### src/pkg/asbg_map.vh
// Register offsets, field positions, reset values and timing constants of the break generator
`ifndef ASBG_MAP_VH
`define ASBG_MAP_VH
`define ASBG_ADDR_W          12
`define ASBG_OFS_CONTROL_ONE 12'h000
`define ASBG_OFS_CONTROL_TWO 12'h004
`define ASBG_OFS_CONTROL_THR 12'h008
`define ASBG_OFS_BAUD        12'h00C
`define ASBG_OFS_DATA        12'h010
`define ASBG_OFS_STATUS      12'h014
`define ASBG_BIT_WORD_LEN    0
`define ASBG_BIT_SEND_BREAK  0
`define ASBG_BIT_TX_ENABLE   1
`define ASBG_BIT_LIN_LONG    0
`define ASBG_ST_BUSY         0
`define ASBG_ST_BREAK        1
`define ASBG_ST_IDLE         2
`define ASBG_ST_BUF_FULL     3
`define ASBG_ST_PEND_IDLE    4
`define ASBG_ST_HDR_OVER     5
`define ASBG_BAUD_W          16
`define ASBG_BAUD_RST        16'h0001
`define ASBG_BREAK_SHORT     5'h0A
`define ASBG_BREAK_LONG      5'h0B
`define ASBG_BREAK_LIN       5'h0D
`define ASBG_IDLE_BITS       5'h0A
`define ASBG_FRAME_SHORT     5'h0A
`define ASBG_FRAME_LONG      5'h0B
`define ASBG_LIN_HEADER_MAX  6'h31
`define ASBG_LIN_BREAK_MAX   5'h0E
`endif

### src/rtl/asbg_baud_tick.v
// Baud-rate divider producing a one-cycle bit-time enable
`timescale 1ns/1ns
module asbg_baud_tick #(
	parameter W = 16
) (
	// Clock and reset
	input  wire         hclk,
	input  wire         hresetn,
	// Control
	input  wire         run,
	input  wire [W-1:0] divisor,
	// Bit-time enable
	output reg          tick
);
	reg [W-1:0] cnt_reg;

	// Held in reset while stopped so the first tick falls a full bit after start
	always @(posedge hclk or negedge hresetn) begin
		if (!hresetn) begin
			cnt_reg <= {W{1'b0}};
			tick    <= 1'b0;
		end else if (!run) begin
			cnt_reg <= {W{1'b0}};
			tick    <= 1'b0;
		end else if (cnt_reg >= divisor - {{(W-1){1'b0}}, 1'b1} || divisor == {W{1'b0}}) begin
			cnt_reg <= {W{1'b0}};
			tick    <= 1'b1;
		end else begin
			cnt_reg <= cnt_reg + {{(W-1){1'b0}}, 1'b1};
			tick    <= 1'b0;
		end
	end
endmodule

### src/rtl/asbg_skid_buf.v
// Two-entry buffer with valid and ready on both sides
`timescale 1ns/1ns
module asbg_skid_buf #(
	parameter W = 9
) (
	// Clock and reset
	input  wire         hclk,
	input  wire         hresetn,
	// Filling side
	input  wire         in_valid,
	output wire         in_ready,
	input  wire [W-1:0] in_data,
	// Draining side
	output wire         out_valid,
	input  wire         out_ready,
	output wire [W-1:0] out_data
);
	reg [W-1:0] mem [0:1];
	reg         wr_reg;
	reg         rd_reg;
	reg [1:0]   cnt_reg;
	wire        push;
	wire        pop;

	assign in_ready  = (cnt_reg != 2'h2);
	assign out_valid = (cnt_reg != 2'h0);
	assign out_data  = mem[rd_reg];
	assign push      = in_valid && in_ready;
	assign pop       = out_valid && out_ready;

	always @(posedge hclk or negedge hresetn) begin
		if (!hresetn) begin
			wr_reg  <= 1'b0;
			rd_reg  <= 1'b0;
			cnt_reg <= 2'h0;
			mem[0]  <= {W{1'b0}};
			mem[1]  <= {W{1'b0}};
		end else begin
			if (push) begin
				mem[wr_reg] <= in_data;
				wr_reg      <= ~wr_reg;
			end
			if (pop)
				rd_reg <= ~rd_reg;
			if (push && !pop)
				cnt_reg <= cnt_reg + 2'h1;
			else if (pop && !push)
				cnt_reg <= cnt_reg - 2'h1;
		end
	end
endmodule

### src/rtl/asbg_top.v
// Asynchronous serial transmitter with break and idle generation behind an AHB-Lite slave
// Operation
// - Setting send_break and clearing it again yields exactly one break on the serial output.
// - A break lasts 10 low bits with word_length_select and lin_long_break clear and 11 with word_length_select set, never doubled.
// - While send_break stays set, breaks follow one another back to back and stop once it clears.
// - Clearing then setting tx_enable queues one idle request, which the transmitter sends ahead of any queued break or data.
// - An idle request followed at once by a break request gives the idle character then a correct break.
// - The idle character holds the line high for 10 bit times.
// - With lin_long_break set and word_length_select clear each break lasts 13 low bits.
// - A LIN header of break, synch and identifier fields must stay within 49 bit times.
//
// Decided for this implementation: the AHB-Lite slave port and the address map.
`timescale 1ns/1ns
`include "asbg_map.vh"
module asbg_top #(
	parameter BAUD_W = `ASBG_BAUD_W
) (
	// Clock and reset
	input  wire        hclk,
	input  wire        hresetn,
	// AHB-Lite slave
	input  wire        hsel,
	input  wire [31:0] haddr,
	input  wire [1:0]  htrans,
	input  wire        hwrite,
	input  wire [2:0]  hsize,
	input  wire [31:0] hwdata,
	input  wire        hready,
	output wire        hreadyout,
	output wire        hresp,
	output reg  [31:0] hrdata,
	// Serial line
	output reg         serial_tx_pin
);
	localparam S_IDLE  = 3'h0;
	localparam S_DATA  = 3'h1;
	localparam S_IDLCH = 3'h2;
	localparam S_BREAK = 3'h3;
	localparam S_ALIGN = 3'h4;

	// Registers
	reg              word_length_select_reg;
	reg              send_break_reg;
	reg              tx_enable_reg;
	reg              lin_long_break_reg;
	reg [BAUD_W-1:0] baud_reg;
	reg              idle_pend_reg;
	reg              break_pend_reg;
	// Bus phase capture
	reg              wr_pend_reg;
	reg [11:0]       wr_addr_reg;
	reg              rd_pend_reg;
	// Transmitter
	reg [2:0]        state_reg;
	reg [4:0]        bit_cnt_reg;
	reg [9:0]        shift_reg;
	reg [4:0]        frame_len_reg;
	wire             tick;
	wire             buf_in_ready;
	wire             buf_out_valid;
	wire [8:0]       buf_out_data;
	wire             buf_pop;
	wire             addr_phase;
	wire             data_write;
	wire [4:0]       break_len;
	wire             busy;
	// LIN header watch
	reg              hdr_run_reg;
	reg              hdr_frm_reg;
	reg              hdr_over_reg;
	reg [5:0]        hdr_cnt_reg;
	wire             lin_mode;
	wire             break_start;
	wire             frame_done;

	function [11:0] low_addr;
		input [31:0] a;
		begin
			low_addr = a[11:0];
		end
	endfunction

	assign hreadyout  = 1'b1;
	assign hresp      = 1'b0;
	assign addr_phase = hsel && hready && htrans[1];
	assign data_write = wr_pend_reg && (wr_addr_reg == `ASBG_OFS_DATA);
	// Waiting at a bit boundary with nothing queued counts as quiet
	assign busy       = (state_reg != S_IDLE && state_reg != S_ALIGN) || buf_out_valid || idle_pend_reg ||
		break_pend_reg || send_break_reg;
	assign lin_mode    = lin_long_break_reg && !word_length_select_reg;
	assign break_start = state_reg == S_ALIGN && tick && !idle_pend_reg && (break_pend_reg || send_break_reg);
	assign frame_done  = state_reg == S_DATA && tick && bit_cnt_reg == frame_len_reg;

	// Break length chosen from word length and LIN setting, fixed count so never doubled
	assign break_len = word_length_select_reg ? `ASBG_BREAK_LONG :
		(lin_long_break_reg ? `ASBG_BREAK_LIN : `ASBG_BREAK_SHORT);

	// Address phase captured; write data lands in the following cycle
	always @(posedge hclk or negedge hresetn) begin
		if (!hresetn) begin
			wr_pend_reg <= 1'b0;
			rd_pend_reg <= 1'b0;
			wr_addr_reg <= 12'h000;
		end else begin
			wr_pend_reg <= addr_phase && hwrite;
			rd_pend_reg <= addr_phase && !hwrite;
			if (addr_phase)
				wr_addr_reg <= low_addr(haddr);
		end
	end

	// Read data registered at the address phase, shown in the data phase
	always @(posedge hclk or negedge hresetn) begin
		if (!hresetn) begin
			hrdata <= 32'h00000000;
		end else if (addr_phase && !hwrite) begin
			hrdata <= 32'h00000000;
			if (low_addr(haddr) == `ASBG_OFS_CONTROL_ONE)
				hrdata[`ASBG_BIT_WORD_LEN] <= word_length_select_reg;
			else if (low_addr(haddr) == `ASBG_OFS_CONTROL_TWO) begin
				hrdata[`ASBG_BIT_SEND_BREAK] <= send_break_reg;
				hrdata[`ASBG_BIT_TX_ENABLE]  <= tx_enable_reg;
			end else if (low_addr(haddr) == `ASBG_OFS_CONTROL_THR)
				hrdata[`ASBG_BIT_LIN_LONG] <= lin_long_break_reg;
			else if (low_addr(haddr) == `ASBG_OFS_BAUD)
				hrdata[BAUD_W-1:0] <= baud_reg;
			else if (low_addr(haddr) == `ASBG_OFS_STATUS) begin
				hrdata[`ASBG_ST_BUSY]      <= busy;
				hrdata[`ASBG_ST_BREAK]     <= (state_reg == S_BREAK);
				hrdata[`ASBG_ST_IDLE]      <= (state_reg == S_IDLCH);
				hrdata[`ASBG_ST_BUF_FULL]  <= !buf_in_ready;
				hrdata[`ASBG_ST_PEND_IDLE] <= idle_pend_reg;
				hrdata[`ASBG_ST_HDR_OVER]  <= hdr_over_reg;
			end
		end
	end

	// Register writes and request latching
	always @(posedge hclk or negedge hresetn) begin
		if (!hresetn) begin
			word_length_select_reg <= 1'b0;
			send_break_reg         <= 1'b0;
			tx_enable_reg          <= 1'b0;
			lin_long_break_reg     <= 1'b0;
			baud_reg               <= `ASBG_BAUD_RST;
			idle_pend_reg          <= 1'b0;
			break_pend_reg         <= 1'b0;
		end else begin
			// Break taken by the transmitter; a new rising edge of send_break below wins
			if (state_reg == S_ALIGN && tick && !idle_pend_reg)
				break_pend_reg <= 1'b0;
			if (state_reg == S_ALIGN && tick && idle_pend_reg)
				idle_pend_reg <= 1'b0;
			if (wr_pend_reg) begin
				if (wr_addr_reg == `ASBG_OFS_CONTROL_ONE)
					word_length_select_reg <= hwdata[`ASBG_BIT_WORD_LEN];
				else if (wr_addr_reg == `ASBG_OFS_CONTROL_TWO) begin
					send_break_reg <= hwdata[`ASBG_BIT_SEND_BREAK];
					tx_enable_reg  <= hwdata[`ASBG_BIT_TX_ENABLE];
					// Rising edge of send_break queues one break
					if (hwdata[`ASBG_BIT_SEND_BREAK] && !send_break_reg)
						break_pend_reg <= 1'b1;
					// Enable going low then high again queues one idle character
					if (hwdata[`ASBG_BIT_TX_ENABLE] && !tx_enable_reg)
						idle_pend_reg <= 1'b1;
				end else if (wr_addr_reg == `ASBG_OFS_CONTROL_THR)
					lin_long_break_reg <= hwdata[`ASBG_BIT_LIN_LONG];
				else if (wr_addr_reg == `ASBG_OFS_BAUD)
					baud_reg <= hwdata[BAUD_W-1:0];
			end
		end
	end

	// Data words of 8 or 9 bits wait here while the line is busy
	asbg_skid_buf #(
		.W(9)
	) u_buf (
		.hclk      (hclk),
		.hresetn   (hresetn),
		.in_valid  (data_write && tx_enable_reg),
		.in_ready  (buf_in_ready),
		.in_data   (hwdata[8:0]),
		.out_valid (buf_out_valid),
		.out_ready (buf_pop),
		.out_data  (buf_out_data)
	);

	asbg_baud_tick #(
		.W(BAUD_W)
	) u_tick (
		.hclk    (hclk),
		.hresetn (hresetn),
		.run     (tx_enable_reg),
		.divisor (baud_reg),
		.tick    (tick)
	);

	// Data leaves the buffer only at a bit boundary; a data write while the buffer is full is dropped, the writer never stalls
	assign buf_pop = tx_enable_reg && tick && state_reg == S_ALIGN && !idle_pend_reg &&
		!break_pend_reg && !send_break_reg;

	// LIN header watch: bit times from a long break to the end of the second frame after it;
	// a slow writer between synch and identifier shows up here as an overrun
	always @(posedge hclk or negedge hresetn) begin
		if (!hresetn) begin
			hdr_run_reg  <= 1'b0;
			hdr_frm_reg  <= 1'b0;
			hdr_cnt_reg  <= 6'h00;
			hdr_over_reg <= 1'b0;
		end else if (!tx_enable_reg) begin
			hdr_run_reg <= 1'b0;
		end else if (break_start) begin
			hdr_run_reg  <= lin_mode;
			hdr_frm_reg  <= 1'b0;
			hdr_cnt_reg  <= 6'h00;
			hdr_over_reg <= 1'b0;
		end else if (hdr_run_reg && tick) begin
			if (hdr_cnt_reg >= `ASBG_LIN_HEADER_MAX)
				hdr_over_reg <= 1'b1;
			// Saturates so a header that never ends cannot wrap back into range
			if (hdr_cnt_reg != {6{1'b1}})
				hdr_cnt_reg <= hdr_cnt_reg + 6'h01;
			if (frame_done) begin
				hdr_frm_reg <= 1'b1;
				if (hdr_frm_reg)
					hdr_run_reg <= 1'b0;
			end
		end
	end

	// Transmit sequencer; every step except leaving S_IDLE waits on the baud tick
	always @(posedge hclk or negedge hresetn) begin
		if (!hresetn) begin
			state_reg     <= S_IDLE;
			bit_cnt_reg   <= 5'h00;
			shift_reg     <= 10'h3FF;
			frame_len_reg <= `ASBG_FRAME_SHORT;
			serial_tx_pin <= 1'b1;
		end else if (!tx_enable_reg) begin
			state_reg     <= S_IDLE;
			bit_cnt_reg   <= 5'h00;
			serial_tx_pin <= 1'b1;
		end else begin
			case (state_reg)
				S_IDLE: begin
					serial_tx_pin <= 1'b1;
					state_reg     <= S_ALIGN;
				end
				// Line high, waiting for the next bit boundary
				S_ALIGN: begin
					serial_tx_pin <= 1'b1;
					if (tick) begin
						bit_cnt_reg <= 5'h01;
						if (idle_pend_reg) begin
							state_reg <= S_IDLCH;
						end else if (break_pend_reg || send_break_reg) begin
							serial_tx_pin <= 1'b0;
							state_reg     <= S_BREAK;
						end else if (buf_out_valid) begin
							serial_tx_pin <= 1'b0;
							shift_reg     <= word_length_select_reg ? {1'b1, buf_out_data} :
								{2'b11, buf_out_data[7:0]};
							frame_len_reg <= word_length_select_reg ? `ASBG_FRAME_LONG :
								`ASBG_FRAME_SHORT;
							state_reg     <= S_DATA;
						end
					end
				end
				// Idle character: line high for ten bits
				S_IDLCH: begin
					serial_tx_pin <= 1'b1;
					if (tick) begin
						if (bit_cnt_reg == `ASBG_IDLE_BITS)
							state_reg <= S_ALIGN;
						else
							bit_cnt_reg <= bit_cnt_reg + 5'h01;
					end
				end
				// Break: low for exactly break_len bit times
				S_BREAK: begin
					serial_tx_pin <= 1'b0;
					if (tick) begin
						if (bit_cnt_reg == break_len) begin
							// A high bit between held breaks keeps them apart, so none reads as doubled
							serial_tx_pin <= 1'b1;
							state_reg     <= S_ALIGN;
						end else
							bit_cnt_reg <= bit_cnt_reg + 5'h01;
					end
				end
				S_DATA: begin
					if (tick) begin
						if (bit_cnt_reg == frame_len_reg) begin
							serial_tx_pin <= 1'b1;
							state_reg     <= S_ALIGN;
						end else begin
							serial_tx_pin <= shift_reg[0];
							shift_reg     <= {1'b1, shift_reg[9:1]};
							bit_cnt_reg   <= bit_cnt_reg + 5'h01;
						end
					end
				end
				default: begin
					state_reg <= S_IDLE;
				end
			endcase
		end
	end
endmodule

### config.mk
export PLATFORM = sky130hd
export DESIGN_NAME = asbg_top
export DESIGN_NICKNAME = d
export VERILOG_FILES = /design/src/rtl/asbg_baud_tick.v /design/src/rtl/asbg_skid_buf.v /design/src/rtl/asbg_top.v
export VERILOG_INCLUDE_DIRS = /design/src /design/src/pkg
export SDC_FILE = /design/constraint.sdc
export NUM_CORES = 1
export LEC_CHECK = 0
export BUFFER_PORTS_ARGS = -buffer_cell sky130_fd_sc_hd__buf_4
export CORE_ASPECT_RATIO = 0.75
export CORE_MARGIN = 2
export CORE_UTILIZATION = 41
export DETAILED_ROUTE_END_ITERATION = 12
export PLACE_DENSITY_LB_ADDON = 0.1
export SETUP_SLACK_MARGIN = 0.4
export SLEW_MARGIN = 20
export SYNTH_ARGS = -nofsm -noshare
export SYNTH_HDL_FRONTEND = slang
export SYNTH_SLANG_ARGS = --single-unit
### constraint.sdc
create_clock -name hclk -period 4.28 [get_ports hclk]
set_clock_uncertainty 0.15 [all_clocks]
set_input_delay 0.642 -clock hclk [delete_from_list [all_inputs] [get_ports hclk]]
set_output_delay 0.642 -clock hclk [all_outputs]
set_load 0.01 [all_outputs]
* Yosys cells after proc, flatten, opt, wreduce, memory -nomap -nowiden
Index checks and enable logic that the tools add are counted.
** Storage, ports and cells
- Bits in registers :: 123
- Word-level logic and storage cells :: 241
** Cells by class
- Add/subtract/negate cells :: 6
- Magnitude comparators :: 5
- Eq/ne operators :: 40
- Multiplexer cells :: 87
- Bitwise logic cells :: 9
- Reduce and logical (&&, ||, !) cells :: 68
** Operator list (count)
- 2-to-1 mux 10 bit :: 7
- equality test 12 x 4 -> 1 bit (second input constant) :: 4
- 2-to-1 mux 9 bit :: 5
- 2-to-1 mux 5 bit :: 8
- 2-to-1 mux 3 bit :: 13
- 2-to-1 mux 1 bit :: 35
- 2-to-1 mux 16 bit :: 2
- 2-to-1 mux 15 bit :: 2
- 2-to-1 mux 6 bit :: 5
- logical AND 1 bit :: 27
- equality test 12 x 3 -> 1 bit (second input constant) :: 2
- equality test 12 x 5 -> 1 bit (second input constant) :: 2
- logical NOT 12 bit :: 2
- AND reduction 8 bit :: 3
- inequality test 3 x 2 -> 1 bit (second input constant) :: 7
- one-hot mux 10 bit (2 select lines) :: 1
- one-hot mux 5 bit (4 select lines) :: 1
- bitwise mux 18 bit :: 1
- adder 16 x 1 -> 16 bit (second input constant) :: 1
- >= comparator 16 bit :: 1
- logical NOT 16 bit :: 1
- subtractor 16 x 1 -> 16 bit (second input constant) :: 1
- one-hot mux 3 bit (5 select lines) :: 1
- AND reduction 3 bit :: 5
- other kinds (37) :: 78

* Depth between registers and ports, before layout
- Depth in word-level cells :: 11
- Mapped depth :: 13
- Gate-level depth less buffers :: 12

* Cells and area by module
Synthesis repeated with hierarchy kept, for this count alone.
** Unflattened totals
- Cells, all modules :: 611
- Area, all modules :: 6652.6 sq um
** Modules (own cells, without submodules)
- asbg_top :: times used 1, cells an instance 390, area each 4146.5 sq um, seq. area each 1990.7 sq um
- asbg_baud_tick :: times used 1, cells an instance 156, area each 1446.4 sq um, seq. area each 425.4 sq um
- asbg_skid_buf :: times used 1, cells an instance 65, area each 1059.8 sq um, seq. area each 550.5 sq um

* Worst setup path before layout
No wires, ideal clock.
- Kind :: reg2reg
- Start point :: register baud_reg[3]
- End point :: register u_tick.tick
- Library setup time :: 0.065 ns
- Data arrival time :: 3.460 ns
- Slack :: 0.605 ns
- Stages on the path, launching flop included :: 12
- Buffers on the path :: 1
- Clock period less this slack :: 3.675 ns
- Cells stage by stage :: dfrtp_1 > or3_4 > or3b_4 > or3_4 > and2_2 > ha_1 > a21o_1 > a21oi_1 > and3_1 > a221oi_1 > clkbuf_1 > o21a_1
** Between the ends
- Cells in the longest elaborated chain, start to end :: 5
- Elaborated cells on any way between the ends :: 6
** RTL lines
- from (decl) :: line asbg_top.v:46 : reg [BAUD_W-1:0] baud_reg;
- from (signal assigned) :: line asbg_top.v:145 : baud_reg <= `ASBG_BAUD_RST;
- from (signal assigned) :: line asbg_top.v:169 : baud_reg <= hwdata[BAUD_W-1:0];
- subtractor 16 x 1 -> 16 bit :: line asbg_baud_tick.v:25 : end else if (cnt_reg >= divisor - {{(W-1){1'b0}}, 1'b1} || divisor == {W{1'b0}}) begin
- >= comparator 16 bit :: line asbg_baud_tick.v:25
- logical OR 1 bit (*) :: line asbg_baud_tick.v:25
- 2-to-1 mux 1 bit (*) :: line asbg_baud_tick.v:25
- 2-to-1 mux 1 bit (*) :: line asbg_baud_tick.v:22 : end else if (!run) begin
- to (signal assigned) :: line asbg_baud_tick.v:21 : tick <= 1'b0;
- to (signal assigned) :: line asbg_baud_tick.v:24 : tick <= 1'b0;
- to (signal assigned) :: line asbg_baud_tick.v:27 : tick <= 1'b1;
- to (decl) :: line asbg_baud_tick.v:13 : output reg tick
Mark *: on every way between the ends. The rest lies on a longest branch, timed or not.
A chain may end at the register's enable or synchronous reset.

* Worst setup path after layout
- Start point :: register baud_reg[3]
- End point :: register u_tick.cnt_reg[6]
** Between the ends
- Cells in the longest elaborated chain, start to end :: 5
- Elaborated cells on any way between the ends :: 6
** RTL lines
- subtractor 16 x 1 -> 16 bit :: line asbg_baud_tick.v:25
- >= comparator 16 bit :: line asbg_baud_tick.v:25
- logical OR 1 bit (*) :: line asbg_baud_tick.v:25
- 2-to-1 mux 16 bit (*) :: line asbg_baud_tick.v:25
- 2-to-1 mux 16 bit (*) :: line asbg_baud_tick.v:22
- to (signal assigned) :: line asbg_baud_tick.v:23 : cnt_reg <= {W{1'b0}};
- to (signal assigned) :: line asbg_baud_tick.v:26 : cnt_reg <= {W{1'b0}};
- to (signal assigned) :: line asbg_baud_tick.v:29 : cnt_reg <= cnt_reg + {{(W-1){1'b0}}, 1'b1};
- to (decl) :: line asbg_baud_tick.v:15 : reg [W-1:0] cnt_reg;
Marks and branches as above.

==> results_dict.tcl <==
set metrics [dict create \
    outcome "finished clean" \
    final_layout_size_suffix_gt1_share_pct 26.4 \
    initialDrtViolationCount 363 \
    dpl.cell_count 842 \
    layout_setup_ws_ns 0.618 \
    slew_viol_final 0 \
    insertion_delay_ns 0.42 \
    cts_resized 0 \
    vias 4736 \
    ys_seq_area_share_pct 46.7 \
    io_buffer_count 50 \
    setup_viol 0 \
    regMostFlops "u_buf.mem" \
    synth_cell_types 64 \
    tightestPinTransition_ns 0.954 \
    dpl.hpwl_mm 10.5 \
    cap_violations 0 \
    yosysMostFrequentCell "dfrtp_1" \
    synth_common_cells "dfrtp_1, mux2_2, nand2_1" \
    synth_edf_count 0 \
    peakVddDrop_uv 260 \
    rsz0062_at_grt "false" \
    period_minus_slack_ns 3.66 \
    cts-root-buf "clkbuf_16" \
    tns_ns 0 \
    crit_fanout 9 \
    synth_area_per_cell_um2 10.6 \
    drc_errors 0 \
    synth-main-ff-cell "dfrtp_1" \
    required_ns 4.44 \
    maxSlewHeadroom_pct 36.4 \
    die_width_um 148 \
    grt_pass1_vias 4589 \
    grt_max_degree 73 \
    die_y_um 112 \
    hp-class "in2async" \
    grt_usage_pct 19.1 \
    finalCritPeriodShare_pct 85.6 \
    cts_max_level 4 \
    finalNonFillerCells 875 \
    grt_pass1_wl_mm 24.4 \
    numCtsBuffers 17 \
    rows 39 \
    antenna_found_initial 0 \
    timing.hold.ws_ns 0.211 \
    nets 755 \
    die_area_mm2 0.0165 \
    top_layer_used "met4" \
    p_per_area_mw_per_mm2 385 \
    hold_viol 0 \
    clkTransAtPathRegs_ns 0.06 \
    diodes 0 \
    p_leak_nw 3.29 \
    wl_per_cell_um 17.0 \
    postSynthCellCount 602 \
    routed_wl_mm 14.9 \
    largest_reg_flops 18 \
    wl_met1_mm 7.63 \
    drt_first_pass_iters 5 \
    hold_buffers 0 \
    route.met3.wl_um 745 \
    yosysTopAreaCellShare_pct 42.1 \
    start_util_pct 41.9 \
    ys_warn_count 0 \
    area_delta_synth_final_pct 18.3 \
    gp_congestion 0.840 \
    critPathKind "reg2reg" \
    worstPathArrival_ns 3.82 \
    cp-start-kind "flip-flop" \
    dp_slack_ns 0.618 \
    io_pins 109 \
    cts_tree "built" \
    synthArstFlopShare_pct 100 \
    netlist_area_mm2 0.00636 \
    final_core_util_pct 49.6 \
    synthTopCellsByArea "dfrtp_1, mux2_2, ha_1, dfstp_2, nand2_1" \
    gr-total-overflow 0 \
    fmax_mhz 273 \
    cts_sinks 118 \
    ant_nets 0 \
    synth-seq-cells 118 \
    vias_per_cell 5.41 \
    dr_wl_met2_mm 6.34 \
    fp.coreArea_mm2 0.0152 \
    synth_top_area_cell "dfrtp_1" \
    clockBufferDepth 2 \
    crit_path_end_kind "flip-flop" \
    cts_setup_buffers 0 \
]
## where the power goes
| part | switching, mW | total (mW) | internal, mW |
|---|---|---|---|
| Combinational | 0.150 | 0.274 | 0.124 |
| Sequential | 0.0731 | 1.24 | 1.17 |
| Clock | 0.509 | 1.38 | 0.869 |
## metal layers
layer,track usage [%],vias to the layer above
li1,-,2261
met1,28.4,2330
met2,27.0,133
met3,5.45,12
met4,5.38,0
met5,0,-
## final cells by class
cell class	count	area (um^2)
Clock buffer	20	447
Clock inverter	12	130
Fill cell	1391	7650
Inverter	18	67.6
Multi-Input combinational cell	443	3200
Sequential cell	118	2970
Tap cell	205	256
Timing Repair Buffer	59	455
## cells by family (layout without fill, tap and decap cells)
| family | Yosys count | after routing | share of synthesized area (%) |
|---|---|---|---|
| AOI/OAI and AO/OA | 89 | 90 | 9.23 |
| buffers and inverters | 58 | 109 | 4.64 |
| adders and majority gates | 24 | 24 | 4.72 |
| other | 2 | 18 | 0.118 |
| and+or+nand+nor | 202 | 202 | 17.0 |
| xor gates and xnor gates | 37 | 37 | 5.10 |
| muxes | 72 | 72 | 12.5 |
| DFF | 118 | 118 | 46.7 |
## layout by cell type, fill, tap and decap left out, drive strengths merged, types with 20 or more instances in the layout
| cell | netlist | layout |
|---|---|---|
| dfrtp | 107 | 107 |
| mux2 | 60 | 60 |
| buf | 20 | 59 |
| nand2 | 57 | 57 |
| o21ai | 34 | 34 |
| nor2 | 30 | 30 |
| nor4 | 25 | 25 |
| ha | 24 | 24 |
| xnor2 | 20 | 20 |
| clkbuf | 20 | 20 |
## critical path, stage by stage (launching register included)
cell	delay [ns]
dfrtp_1	0.43
or3_4	0.42
or4_1	0.46
or3_1	0.39
nor3_1	0.20
xnor2_1	0.16
ha_1	0.28
a21o_1	0.18
a21o_1	0.20
a21oi_4	0.23
o31ai_4	0.18
nor4_1	0.27
## through the flow
stage	area, um^2	power (mW)
4_1_cts	7480	2.93
3_3_place_gp	6910	1.53
2_1_floorplan	6420	1.43
6_report	7520	2.90
3_5_place_dp	6910	1.54
5_1_grt	7520	3.04
## final timing paths
| check | start | endpoint | slack, ns | depth (start not counted) |
|---|---|---|---|---|
| setup / recovery | baud_reg[3] | u_tick.cnt_reg[6] | 0.62 | 11 |
| hold / removal | hresetn | u_buf.mem[10] | 0.21 | 1 |
| setup reg to reg | baud_reg[3] | u_tick.cnt_reg[6] | 0.62 | 11 |
| hold reg to reg | shift_reg[8] | shift_reg[8] | 0.32 | 2 |
| max in group asynchronous | hresetn | shift_reg[7] | 2.97 | 2 |
| min in group hclk | hwdata[14] | baud_reg[14] | 0.30 | 2 |
Power figures use the tool's default switching activity.
